**src/core/rcb_pkg.sv**
```systemverilog
// Shared constants for the radio control register bank
package rcb_pkg;

	// ----------------------------------------------------------------
	// Register addresses
	// ----------------------------------------------------------------
	localparam logic [4:0] ADDR_RADIO_CONTROL   = 5'h00;
	localparam logic [4:0] ADDR_AUTO_ACK_ENABLE = 5'h01;
	localparam logic [4:0] ADDR_RECEIVE_ENABLE  = 5'h02;
	localparam logic [4:0] ADDR_STATUS          = 5'h07;

	// ----------------------------------------------------------------
	// Command byte layout
	// ----------------------------------------------------------------
	localparam logic [2:0] CMD_READ_PREFIX  = 3'h0;
	localparam logic [2:0] CMD_WRITE_PREFIX = 3'h1;
	localparam int         CMD_PREFIX_MSB   = 7;
	localparam int         CMD_PREFIX_LSB   = 5;
	localparam int         CMD_ADDR_MSB     = 4;

	// ----------------------------------------------------------------
	// Control register fields
	// ----------------------------------------------------------------
	localparam int BIT_RX_READY_BLOCK  = 6;
	localparam int BIT_TX_SENT_BLOCK   = 5;
	localparam int BIT_RETRY_BLOCK     = 4;
	localparam int BIT_CHECKSUM_ENABLE = 3;
	localparam int BIT_CHECKSUM_LENGTH = 2;
	localparam int BIT_POWER_ON        = 1;
	localparam int BIT_RECEIVER_ROLE   = 0;

	// ----------------------------------------------------------------
	// Status register event fields
	// ----------------------------------------------------------------
	localparam int BIT_RX_READY_EVENT  = 6;
	localparam int BIT_TX_SENT_EVENT   = 5;
	localparam int BIT_RETRY_EVENT     = 4;

	// ----------------------------------------------------------------
	// Reset values
	// ----------------------------------------------------------------
	localparam logic       RST_IRQ_BLOCK       = 1'b0;
	localparam logic       RST_CHECKSUM_ENABLE = 1'b1;
	localparam logic       RST_CHECKSUM_LENGTH = 1'b0;
	localparam logic       RST_POWER_ON        = 1'b0;
	localparam logic       RST_RECEIVER_ROLE   = 1'b0;
	localparam logic [5:0] RST_AUTO_ACK        = 6'h3f;
	localparam logic [5:0] RST_RECEIVE_PIPES   = 6'h03;
	localparam logic [7:0] BYTE_ZERO           = 8'h00;

	// ----------------------------------------------------------------
	// Frame phases
	// ----------------------------------------------------------------
	typedef enum logic [1:0]
	{
		PH_IDLE = 2'b00,
		PH_CMD  = 2'b01,
		PH_DATA = 2'b10
	} rcb_phase_type;

endpackage

```
**src/core/rcb_byte_if.sv**
```systemverilog
// Byte transfer signals between the serial shifter and the register bank
`timescale 1ns/1ps
interface rcb_byte_if;
	logic       frameStart;
	logic       frameEnd;
	logic       byteDone;
	logic [7:0] rxByte;
	logic [7:0] txByte;

	modport shifter
	(
		output frameStart,
		output frameEnd,
		output byteDone,
		output rxByte,
		input  txByte
	);

	modport bank
	(
		input  frameStart,
		input  frameEnd,
		input  byteDone,
		input  rxByte,
		output txByte
	);
endinterface

```
**src/core/rcb_radio_control_register_bank.sv**
```systemverilog
// Radio control register bank reached by serial register commands
`timescale 1ns/1ps

// Overview of operation
// RULE1 - Registers are only read and written by register commands on the serial port.
// RULE2 - Undefined bit positions have no storage and always read as zero.
// RULE3 - The controller must not write addresses 18 to 1B, which are reserved for test.
// RULE4 - Control bit 6 set keeps the receive-ready event off the interrupt pin, reset 0.
// RULE5 - Control bit 5 set keeps the transmit-sent event off the interrupt pin, reset 0.
// RULE6 - Control bit 4 set keeps the retry-limit event off the interrupt pin, reset 0.
// RULE7 - The interrupt pin is driven low while any unmasked event is pending.
// RULE8 - Control bit 3 enables the checksum, resets to 1, and is forced 1 by any auto-ack bit.
// RULE9 - Control bit 1 powers the radio up when 1 and down when 0, reset 0.
// RULE10 - The auto-ack register holds pipes 0 to 5 in bits 0 to 5, reset 1, bits 7:6 read 00.
// RULE11 - Software clears all auto-ack bits to work with the older radio lacking acknowledgement.
// RULE12 - Control bit 2 selects a one byte checksum when 0 and two bytes when 1, reset 0.
// RULE13 - Control bit 0 selects primary receiver when 1 and primary transmitter when 0, reset 0.
// RULE14 - A write is a command byte 001 plus 5-bit address, then data bytes LSByte first.
// RULE15 - The controller writes registers only in power down or standby.
// RULE16 - Writing 1 to a pending event bit in the status register clears it and frees the pin.
module rcb_radio_control_register_bank
	import rcb_pkg::*;
#(
	parameter int PIPE_COUNT = 6
)
(
	// Clock and reset
	input  wire logic       sys_clk,
	input  wire logic       rstn,
	// Serial command port
	input  wire logic       spiSck,
	input  wire logic       spiCsnN,
	input  wire logic       spiMosi,
	output logic            spiMiso,
	// Radio state machine events
	input  wire logic       rxReadyEvent,
	input  wire logic       txSentEvent,
	input  wire logic       retryLimitEvent,
	// Interrupt
	output logic            radioIrqN,
	// Control fields
	output logic            rxReadyIrqBlock,
	output logic            txSentIrqBlock,
	output logic            retryLimitIrqBlock,
	output logic            checksumEnable,
	output logic            checksumLengthSel,
	output logic            powerOnBit,
	output logic            receiverRoleSel,
	// Pipe enables
	output logic [5:0]      autoAckPipeEnable,
	output logic [5:0]      receivePipeEnable
);

	// ----------------------------------------------------------------
	// Elaboration check
	// ----------------------------------------------------------------
	generate
		if (PIPE_COUNT < 1 || PIPE_COUNT > 6)
		begin : g_bad_pipes
			$error("PIPE_COUNT must be 1 to 6");
		end
	endgenerate

	localparam logic [5:0] PIPE_MASK = 6'((1 << PIPE_COUNT) - 1);

	// ----------------------------------------------------------------
	// Declarations
	// ----------------------------------------------------------------
	rcb_byte_if      bytes ();

	logic            sckLevel;
	logic            csnLevel;
	logic            mosiLevel;
	logic            misoShift;

	rcb_phase_type   phase_r;
	logic [4:0]      addr_r;
	logic            isRead_r;
	logic            isWrite_r;
	logic            firstData_r;

	logic            rxReadyFlag_r;
	logic            txSentFlag_r;
	logic            retryFlag_r;

	logic            writeStrobe;
	logic [7:0]      writeData;
	logic            wrControl;
	logic            wrAutoAck;
	logic            wrReceive;
	logic            wrStatus;
	logic [5:0]      autoAck_nxt;
	logic [7:0]      controlRead;
	logic [7:0]      statusRead;
	logic [7:0]      readData;
	logic            irqPending;

	// ----------------------------------------------------------------
	// Pin synchronisers
	// ----------------------------------------------------------------
	rcb_sync #(.RESET_LEVEL(1'b0)) u_sync_sck
	(
		.sys_clk  (sys_clk),
		.rstn     (rstn),
		.pinIn    (spiSck),
		.levelOut (sckLevel)
	);

	rcb_sync #(.RESET_LEVEL(1'b1)) u_sync_csn
	(
		.sys_clk  (sys_clk),
		.rstn     (rstn),
		.pinIn    (spiCsnN),
		.levelOut (csnLevel)
	);

	rcb_sync #(.RESET_LEVEL(1'b0)) u_sync_mosi
	(
		.sys_clk  (sys_clk),
		.rstn     (rstn),
		.pinIn    (spiMosi),
		.levelOut (mosiLevel)
	);

	// ----------------------------------------------------------------
	// Serial shifter
	// ----------------------------------------------------------------
	rcb_spi_shifter u_shifter
	(
		.sys_clk   (sys_clk),
		.rstn      (rstn),
		.sckLevel  (sckLevel),
		.csnLevel  (csnLevel),
		.mosiLevel (mosiLevel),
		.misoOut   (misoShift),
		.bytes     (bytes.shifter)
	);

	// Output pin held low outside a frame
	always_ff @(posedge sys_clk)
	begin
		if (!rstn)
			spiMiso <= 1'b0;
		else
			spiMiso <= misoShift && !csnLevel;
	end

	// ----------------------------------------------------------------
	// Command decode and frame phase
	// ----------------------------------------------------------------
	always_ff @(posedge sys_clk)
	begin
		if (!rstn)
			phase_r <= PH_IDLE;
		else if (bytes.frameEnd)
			phase_r <= PH_IDLE;
		else if (bytes.frameStart)
			phase_r <= PH_CMD;
		else if (bytes.byteDone)
		begin
			case (phase_r)
				PH_CMD:  phase_r <= PH_DATA;
				default: phase_r <= phase_r;
			endcase
		end
	end

	always_ff @(posedge sys_clk)
	begin
		if (!rstn)
		begin
			addr_r      <= ADDR_RADIO_CONTROL;
			isRead_r    <= 1'b0;
			isWrite_r   <= 1'b0;
			firstData_r <= 1'b0;
		end
		else if (bytes.frameStart || bytes.frameEnd)
		begin
			isRead_r    <= 1'b0;
			isWrite_r   <= 1'b0;
			firstData_r <= 1'b0;
		end
		else if (bytes.byteDone && phase_r == PH_CMD)
		begin
			addr_r      <= bytes.rxByte[CMD_ADDR_MSB:0]; // RULE14
			isRead_r    <= bytes.rxByte[CMD_PREFIX_MSB:CMD_PREFIX_LSB] == CMD_READ_PREFIX;
			isWrite_r   <= bytes.rxByte[CMD_PREFIX_MSB:CMD_PREFIX_LSB] == CMD_WRITE_PREFIX;
			firstData_r <= 1'b1;
		end
		else if (bytes.byteDone && phase_r == PH_DATA)
			firstData_r <= 1'b0;
	end

	// Registers are one byte wide, so only the first data byte counts
	assign writeStrobe = bytes.byteDone && phase_r == PH_DATA && isWrite_r && firstData_r; // RULE1
	assign writeData   = bytes.rxByte;

	// Unmapped addresses, the test range among them, take no write
	always_comb
	begin
		wrControl = 1'b0;
		wrAutoAck = 1'b0;
		wrReceive = 1'b0;
		wrStatus  = 1'b0;
		if (addr_r == ADDR_RADIO_CONTROL)
			wrControl = writeStrobe;
		else if (addr_r == ADDR_AUTO_ACK_ENABLE)
			wrAutoAck = writeStrobe;
		else if (addr_r == ADDR_RECEIVE_ENABLE)
			wrReceive = writeStrobe;
		else if (addr_r == ADDR_STATUS)
			wrStatus = writeStrobe;
	end

	// ----------------------------------------------------------------
	// Control register
	// ----------------------------------------------------------------
	always_ff @(posedge sys_clk)
	begin
		if (!rstn)
		begin
			rxReadyIrqBlock    <= RST_IRQ_BLOCK;
			txSentIrqBlock     <= RST_IRQ_BLOCK;
			retryLimitIrqBlock <= RST_IRQ_BLOCK;
			checksumLengthSel  <= RST_CHECKSUM_LENGTH;
			powerOnBit         <= RST_POWER_ON;
			receiverRoleSel    <= RST_RECEIVER_ROLE;
		end
		else if (wrControl)
		begin
			rxReadyIrqBlock    <= writeData[BIT_RX_READY_BLOCK]; // RULE4
			txSentIrqBlock     <= writeData[BIT_TX_SENT_BLOCK]; // RULE5
			retryLimitIrqBlock <= writeData[BIT_RETRY_BLOCK]; // RULE6
			checksumLengthSel  <= writeData[BIT_CHECKSUM_LENGTH]; // RULE12
			powerOnBit         <= writeData[BIT_POWER_ON]; // RULE9
			receiverRoleSel    <= writeData[BIT_RECEIVER_ROLE]; // RULE13
		end
	end

	// Checksum enable is forced on by any auto-ack bit in the same cycle and keeps its value when they clear
	always_ff @(posedge sys_clk)
	begin
		if (!rstn)
			checksumEnable <= RST_CHECKSUM_ENABLE;
		else
			checksumEnable <= (wrControl ? writeData[BIT_CHECKSUM_ENABLE] : checksumEnable)
				| (|autoAck_nxt); // RULE8
	end

	// ----------------------------------------------------------------
	// Pipe enable registers
	// ----------------------------------------------------------------
	assign autoAck_nxt = wrAutoAck ? (writeData[5:0] & PIPE_MASK) : autoAckPipeEnable;

	always_ff @(posedge sys_clk)
	begin
		if (!rstn)
			autoAckPipeEnable <= RST_AUTO_ACK & PIPE_MASK; // RULE10
		else
			autoAckPipeEnable <= autoAck_nxt; // RULE10
	end

	always_ff @(posedge sys_clk)
	begin
		if (!rstn)
			receivePipeEnable <= RST_RECEIVE_PIPES & PIPE_MASK;
		else if (wrReceive)
			receivePipeEnable <= writeData[5:0] & PIPE_MASK;
	end

	// ----------------------------------------------------------------
	// Event flags, a new event wins over a clear in the same cycle
	// ----------------------------------------------------------------
	always_ff @(posedge sys_clk)
	begin
		if (!rstn)
		begin
			rxReadyFlag_r <= 1'b0;
			txSentFlag_r  <= 1'b0;
			retryFlag_r   <= 1'b0;
		end
		else
		begin
			rxReadyFlag_r <= rxReadyEvent
				|| (rxReadyFlag_r && !(wrStatus && writeData[BIT_RX_READY_EVENT])); // RULE16
			txSentFlag_r  <= txSentEvent
				|| (txSentFlag_r && !(wrStatus && writeData[BIT_TX_SENT_EVENT])); // RULE16
			retryFlag_r   <= retryLimitEvent
				|| (retryFlag_r && !(wrStatus && writeData[BIT_RETRY_EVENT])); // RULE16
		end
	end

	// ----------------------------------------------------------------
	// Interrupt output
	// ----------------------------------------------------------------
	assign irqPending = (rxReadyFlag_r && !rxReadyIrqBlock) // RULE4
		|| (txSentFlag_r && !txSentIrqBlock) // RULE5
		|| (retryFlag_r && !retryLimitIrqBlock); // RULE6

	always_ff @(posedge sys_clk)
	begin
		if (!rstn)
			radioIrqN <= 1'b1;
		else
			radioIrqN <= !irqPending; // RULE7
	end

	// ----------------------------------------------------------------
	// Read back
	// ----------------------------------------------------------------
	always_comb
	begin
		controlRead                      = BYTE_ZERO; // RULE2
		controlRead[BIT_RX_READY_BLOCK]  = rxReadyIrqBlock;
		controlRead[BIT_TX_SENT_BLOCK]   = txSentIrqBlock;
		controlRead[BIT_RETRY_BLOCK]     = retryLimitIrqBlock;
		controlRead[BIT_CHECKSUM_ENABLE] = checksumEnable;
		controlRead[BIT_CHECKSUM_LENGTH] = checksumLengthSel;
		controlRead[BIT_POWER_ON]        = powerOnBit;
		controlRead[BIT_RECEIVER_ROLE]   = receiverRoleSel;
	end

	always_comb
	begin
		statusRead                     = BYTE_ZERO; // RULE2
		statusRead[BIT_RX_READY_EVENT] = rxReadyFlag_r;
		statusRead[BIT_TX_SENT_EVENT]  = txSentFlag_r;
		statusRead[BIT_RETRY_EVENT]    = retryFlag_r;
	end

	always_comb
	begin
		if (addr_r == ADDR_RADIO_CONTROL)
			readData = controlRead;
		else if (addr_r == ADDR_AUTO_ACK_ENABLE)
			readData = {2'b00, autoAckPipeEnable}; // RULE2
		else if (addr_r == ADDR_RECEIVE_ENABLE)
			readData = {2'b00, receivePipeEnable}; // RULE2
		else if (addr_r == ADDR_STATUS)
			readData = statusRead;
		else
			readData = BYTE_ZERO; // RULE2
	end

	// Status leaves with the command byte, register data with the next
	always_comb
	begin
		if (phase_r == PH_DATA)
			bytes.txByte = (isRead_r && firstData_r) ? readData : BYTE_ZERO; // RULE1
		else
			bytes.txByte = statusRead;
	end

endmodule

```
**src/core/rcb_sync.sv**
```systemverilog
// Three stage pin synchroniser with agreement filter
`timescale 1ns/1ps
module rcb_sync
#(
	parameter logic RESET_LEVEL = 1'b0
)
(
	// Clock and reset
	input  wire logic sys_clk,
	input  wire logic rstn,
	// Pin and filtered level
	input  wire logic pinIn,
	output logic      levelOut
);

	logic stage1_r;
	logic stage2_r;
	logic stage3_r;

	always_ff @(posedge sys_clk)
	begin
		if (!rstn)
		begin
			stage1_r <= RESET_LEVEL;
			stage2_r <= RESET_LEVEL;
			stage3_r <= RESET_LEVEL;
			levelOut <= RESET_LEVEL;
		end
		else
		begin
			stage1_r <= pinIn;
			stage2_r <= stage1_r;
			stage3_r <= stage2_r;
			if (stage2_r == stage3_r)
				levelOut <= stage3_r;
		end
	end

endmodule

```
**src/core/rcb_spi_shifter.sv**
```systemverilog
// Serial byte shifter for the command port, clock idle low, MSBit first
`timescale 1ns/1ps
module rcb_spi_shifter
(
	// Clock and reset
	input  wire logic sys_clk,
	input  wire logic rstn,
	// Filtered serial levels
	input  wire logic sckLevel,
	input  wire logic csnLevel,
	input  wire logic mosiLevel,
	// Serial output
	output logic      misoOut,
	// Byte side
	rcb_byte_if.shifter bytes
);

	logic       sckPrev_r;
	logic       csnPrev_r;
	logic [2:0] bitCnt_r;
	logic [6:0] rxShift_r;
	logic [7:0] txShift_r;
	logic       sckRise;
	logic       sckFall;
	logic       frameStart;

	// ----------------------------------------------------------------
	// Edge detection
	// ----------------------------------------------------------------
	always_ff @(posedge sys_clk)
	begin
		if (!rstn)
		begin
			sckPrev_r <= 1'b0;
			csnPrev_r <= 1'b1;
		end
		else
		begin
			sckPrev_r <= sckLevel;
			csnPrev_r <= csnLevel;
		end
	end

	assign sckRise    = !csnLevel && sckLevel && !sckPrev_r;
	assign sckFall    = !csnLevel && !sckLevel && sckPrev_r;
	assign frameStart = csnPrev_r && !csnLevel;

	assign bytes.frameStart = frameStart;
	assign bytes.frameEnd   = !csnPrev_r && csnLevel;

	// ----------------------------------------------------------------
	// Receive side
	// ----------------------------------------------------------------
	always_ff @(posedge sys_clk)
	begin
		if (!rstn)
		begin
			bitCnt_r       <= 3'h0;
			rxShift_r      <= 7'h00;
			bytes.rxByte   <= 8'h00;
			bytes.byteDone <= 1'b0;
		end
		else
		begin
			bytes.byteDone <= 1'b0;
			if (frameStart)
				bitCnt_r <= 3'h0;
			else if (sckRise)
			begin
				rxShift_r <= {rxShift_r[5:0], mosiLevel};
				bitCnt_r  <= bitCnt_r + 3'h1;
				if (bitCnt_r == 3'h7)
				begin
					bytes.rxByte   <= {rxShift_r, mosiLevel};
					bytes.byteDone <= 1'b1;
				end
			end
		end
	end

	// ----------------------------------------------------------------
	// Transmit side
	// ----------------------------------------------------------------
	always_ff @(posedge sys_clk)
	begin
		if (!rstn)
			txShift_r <= 8'h00;
		else if (frameStart)
			txShift_r <= bytes.txByte;
		else if (sckFall)
		begin
			if (bitCnt_r == 3'h0)
				txShift_r <= bytes.txByte;
			else
				txShift_r <= {txShift_r[6:0], 1'b0};
		end
	end

	assign misoOut = txShift_r[7];

endmodule

```
**config.mk**
```make
export PLATFORM = sky130hd
export DESIGN_NAME = rcb_radio_control_register_bank
export DESIGN_NICKNAME = d
export VERILOG_FILES = /design/src/core/rcb_pkg.sv /design/src/core/rcb_byte_if.sv /design/src/core/rcb_radio_control_register_bank.sv /design/src/core/rcb_sync.sv /design/src/core/rcb_spi_shifter.sv
export SDC_FILE = /design/constraint.sdc
export NUM_CORES = 1
export LEC_CHECK = 0
export ABC_AREA = 1
export BUFFER_PORTS_ARGS = -buffer_cell sky130_fd_sc_hd__buf_4
export CAP_MARGIN = 0
export CORE_MARGIN = 10
export CORE_UTILIZATION = 55
export CTS_BUF_LIST = sky130_fd_sc_hd__clkbuf_8
export CTS_CLUSTER_SIZE = 14
export DETAILED_ROUTE_END_ITERATION = 7
export PLACE_DENSITY = 0.77
export SLEW_MARGIN = 40
export SYNTH_ARGS = -nofsm -noshare
export SYNTH_HDL_FRONTEND = slang
export SYNTH_HIERARCHICAL = 1
export SYNTH_SLANG_ARGS = --single-unit
```
**constraint.sdc**
```tcl
create_clock -name sys_clk -period 1.43 [get_ports sys_clk]
set_input_delay 0.286 -clock sys_clk [delete_from_list [all_inputs] [get_ports sys_clk]]
set_output_delay 0.286 -clock sys_clk [all_outputs]
set_load 0.02 [all_outputs]
```
==> results by group <==
Run status
  • Status: finished, violations left
  • Failing checks: negative setup slack

Route
  • Wire length per cell: 12.6 um
  • Vias per std cell: 5.15
  • Total vias in the final route: 3176
  • Drt drc: 0
  • Antenna-violating nets left: 0
  • DRT iter0 DRCs: 207
  • First drt pass iteration count: 7
  • Final wirelength: 7.76 mm

Final layout
  • Post-Route Utilization: 69.9%
  • Ant diodes: 0
  • Final net count: 548
  • Layout cells sized above 1: 20.5%
  • Finished Cell Area: 0.00414 sq mm
  • P&R area growth vs syn: 23.8%

Floorplan
  • Initial Util: 56.4%
  • Die H: 98.0 um
  • Core area: 0.00592 sq mm
  • Io pins: 29
  • # rows: 28
  • Die area: 0.00959 sq mm
  • Die X: 98.0 um

Synth
  • Top cells by area, synth: dfxtp_1, nand2_1, inv_1, nand3_1, nor2_1
  • Seq/Total Area, Yosys: 44.9%
  • Syn Area/Cell: 6.95 sq um
  • Post-synth top area share: 44.9%
  • Post-synth cell types: 28
  • Syn Inst Count: 481
  • Area leader, netlist: dfxtp_1
  • Yosys warns: 6
  • Post-Syn Nets: 492
  • Synth Cell Area: 0.00334 sq mm
  • Synthesized flop and latch total: 75

Power
  • Pwr/cell area: 1020 mW/mm^2
  • Static Leakage: 1.97 nW
  • Max VDD drop: 0.938 mV

STA
  • Fin crit period: 1.51 ns
  • Unrepaired setup endpoints after global routing: yes
  • Worst hold slack: 0.115 ns
  • Final max-slew violation count: 0
  • Final hold violations: 0
  • Setup skew after layout: 0.0128 ns
  • Final setup fails: 6
  • Fin crit share: 106%
  • TNS Setup: -0.309 ns
  • Peak Freq: 663 MHz
  • Worst Setup Slack, final: -0.0790 ns

Clocking
  • CTS max path bufs: 2
  • H-tree depth: 3
  • Clk root buf: clkbuf_8
  • # hold bufs at CTS: 0
  • Clk sinks: 75
  • Clock slew at reported path FFs: 0.08 ns
  • Inserted Clock Buffers: 9
  • CTS tree: done
  • Later-pin clock latency in the skew report: 0.35 ns

Global routing
  • Pin count of the biggest net entering global routing: 44
  • Vias in the first global route: 2863
  • Initial antenna violation count: 0
  • Aggregate global routing overflow: 0
  • Total track usage: 15.6%
  • First-pass GRT wire length: 12.7 mm

Setup path
  • CP Launch Type: flip-flop
  • Worst-path maximum fanout: 6
  • Crit-path cells: nor2_4 -> inv_2 -> nor3_4 -> buf_4 -> nand2_1 -> nand3_1 -> nand2_1 -> inv_1 -> inv_1 -> nand2_1 -> nand2_1 -> a21oi_1
  • Critical Path AT: 1.79 ns
  • Setup crit end kind: flip-flop
  • CP delay by family, top: simple AND/OR/NAND/NOR gates
  • Reg-to-reg startpoint: addr_r[0]
  • Setup CP Type: reg -> reg
  • Worst EP required: 1.71 ns
  • Critical Path Max Stage Delay: 0.37 ns
  • Buf+Inv Stages, Crit Path: 4
  • Slowest cell on crit path: dfxtp_4
  • CP most frequent cell: nand2_1
  • Critical Path Start: addr_r[0]

Placement
  • Dpl ws: -0.0296 ns
  • Gpl congestion: 0.861
  • DP Wirelength: 5.35 mm
  • PortBufs: 28
  • DP Area: 0.00372 sq mm

Run
  • Max-cap violation count: 0

Worst hold path
  • Hold path startpoint: spiCsnN
  • Type of the tightest min-delay check: in -> reg
per-stage QoR:
| step | std cells | total power, mW |
|---|---|---|
| 2_1_floorplan | 481 | 2.25 |
| 3_3_place_gp | 590 | 2.29 |
| 3_5_place_dp | 590 | 2.30 |
| 4_1_cts | 608 | 4.25 |
| 5_1_grt | 617 | 4.35 |
| 6_report | 617 | 4.21 |
layout by cell type (no fill, tap or decap), drive strengths merged:
master / instances
buf: 54
a21oi: 31
nor3: 3
nand3b: 3
inv: 74
nand2: 148
clkbuf: 10
nand4: 3
conb: 1
o221ai: 1
ha: 3
bufinv: 3
clkinv: 3
nor2: 65
o21ai: 20
o211ai: 2
nand3: 43
dfxtp: 75
cell families after synthesis:
logic type,synth area share [%]
compound gates,8.35
fa+ha+maj,1.12
buf+inv,10.2
flops,44.9
other cells,0.112
simple gates,35.3
per-layer routing:
| layer | track usage, % | routed length, um | vias up |
|---|---|---|---|
| met4 | 6.26 | 206 | 0 |
| met1 | 18.4 | 3280 | 1461 |
| met3 | 4.86 | 468 | 17 |
| met5 | 0 | 0 | - |
| met2 | 25.7 | 3800 | 97 |
| li1 | - | - | 1601 |
synthesized netlist by cell type:
library cell  number
nand2_1          138
nand3b_1           3
a21oi_1           31
nor3_4             1
conb_1             1
nor2_1            56
nand2_4            3
buf_2              1
clkinv_2           1
inv_1             68
ha_1               3
nor2_4             3
nor3_1             2
nand3_4            1
o211ai_1           2
buf_6              2
nand4_1            3
clkbuf_1           5
o21ai_0            7
o221ai_1           1
nand2_2            7
nor2_8             1
inv_2              5
o21ai_1           13
buf_4              2
nor2_2             4
dfxtp_1           75
nand3_1           42
report_power, final:
| group | switching, mW | internal, mW | leakage, nW |
|---|---|---|---|
| Combinational | 0.0764 | 0.0533 | 1.23 |
| Sequential | 0.0124 | 2.10 | 0.611 |
| Clock | 0.772 | 1.19 | 0.127 |
| Total | 0.861 | 3.35 | 1.97 |
flip-flops by register name (all words and copies together) (netlist names), 2 cells and up:
name,cells
u_shifter/rxShift_r,7
u_shifter/bytes.rxByte,8
phase_r,2
u_shifter/bitCnt_r,3
addr_r,5
u_shifter/txShift_r,8
receivePipeEnable,6
autoAckPipeEnable,6
worst paths after layout:
kind,slack (ns),cells past startpoint,end
min reg2reg,0.40,2,u_sync_csn/stage2_r
max reg2reg,-0.08,12,u_shifter/txShift_r[1]
min,0.12,3,u_sync_csn/stage1_r
max,-0.08,12,u_shifter/txShift_r[1]
final cells by class:
type,count,area (sq um)
Clock inverter,6,104
Tap cell,75,93.8
Timing Repair Buffer,54,438
Fill cell,490,1780
Sequential cell,75,1520
Clock buffer,10,138
Inverter,74,279
Multi-Input combinational cell,323,1570
tightest hold or removal path: cells and delay by family:
family / cells / cell delay, ns
buf+inv: 2 / 0.10
simple gates: 1 / 0.04
repair_timing:
| action | CTS | global route |
|---|---|---|
| endpoints found under the setup margin | 5 | 16 |
| pin swaps | 4 | 13 |
| buffers inserted | 2 | 8 |
| gates cloned | 0 | 1 |
| resized for setup | 8 | 19 |
Power figures use the tool's default switching activity.
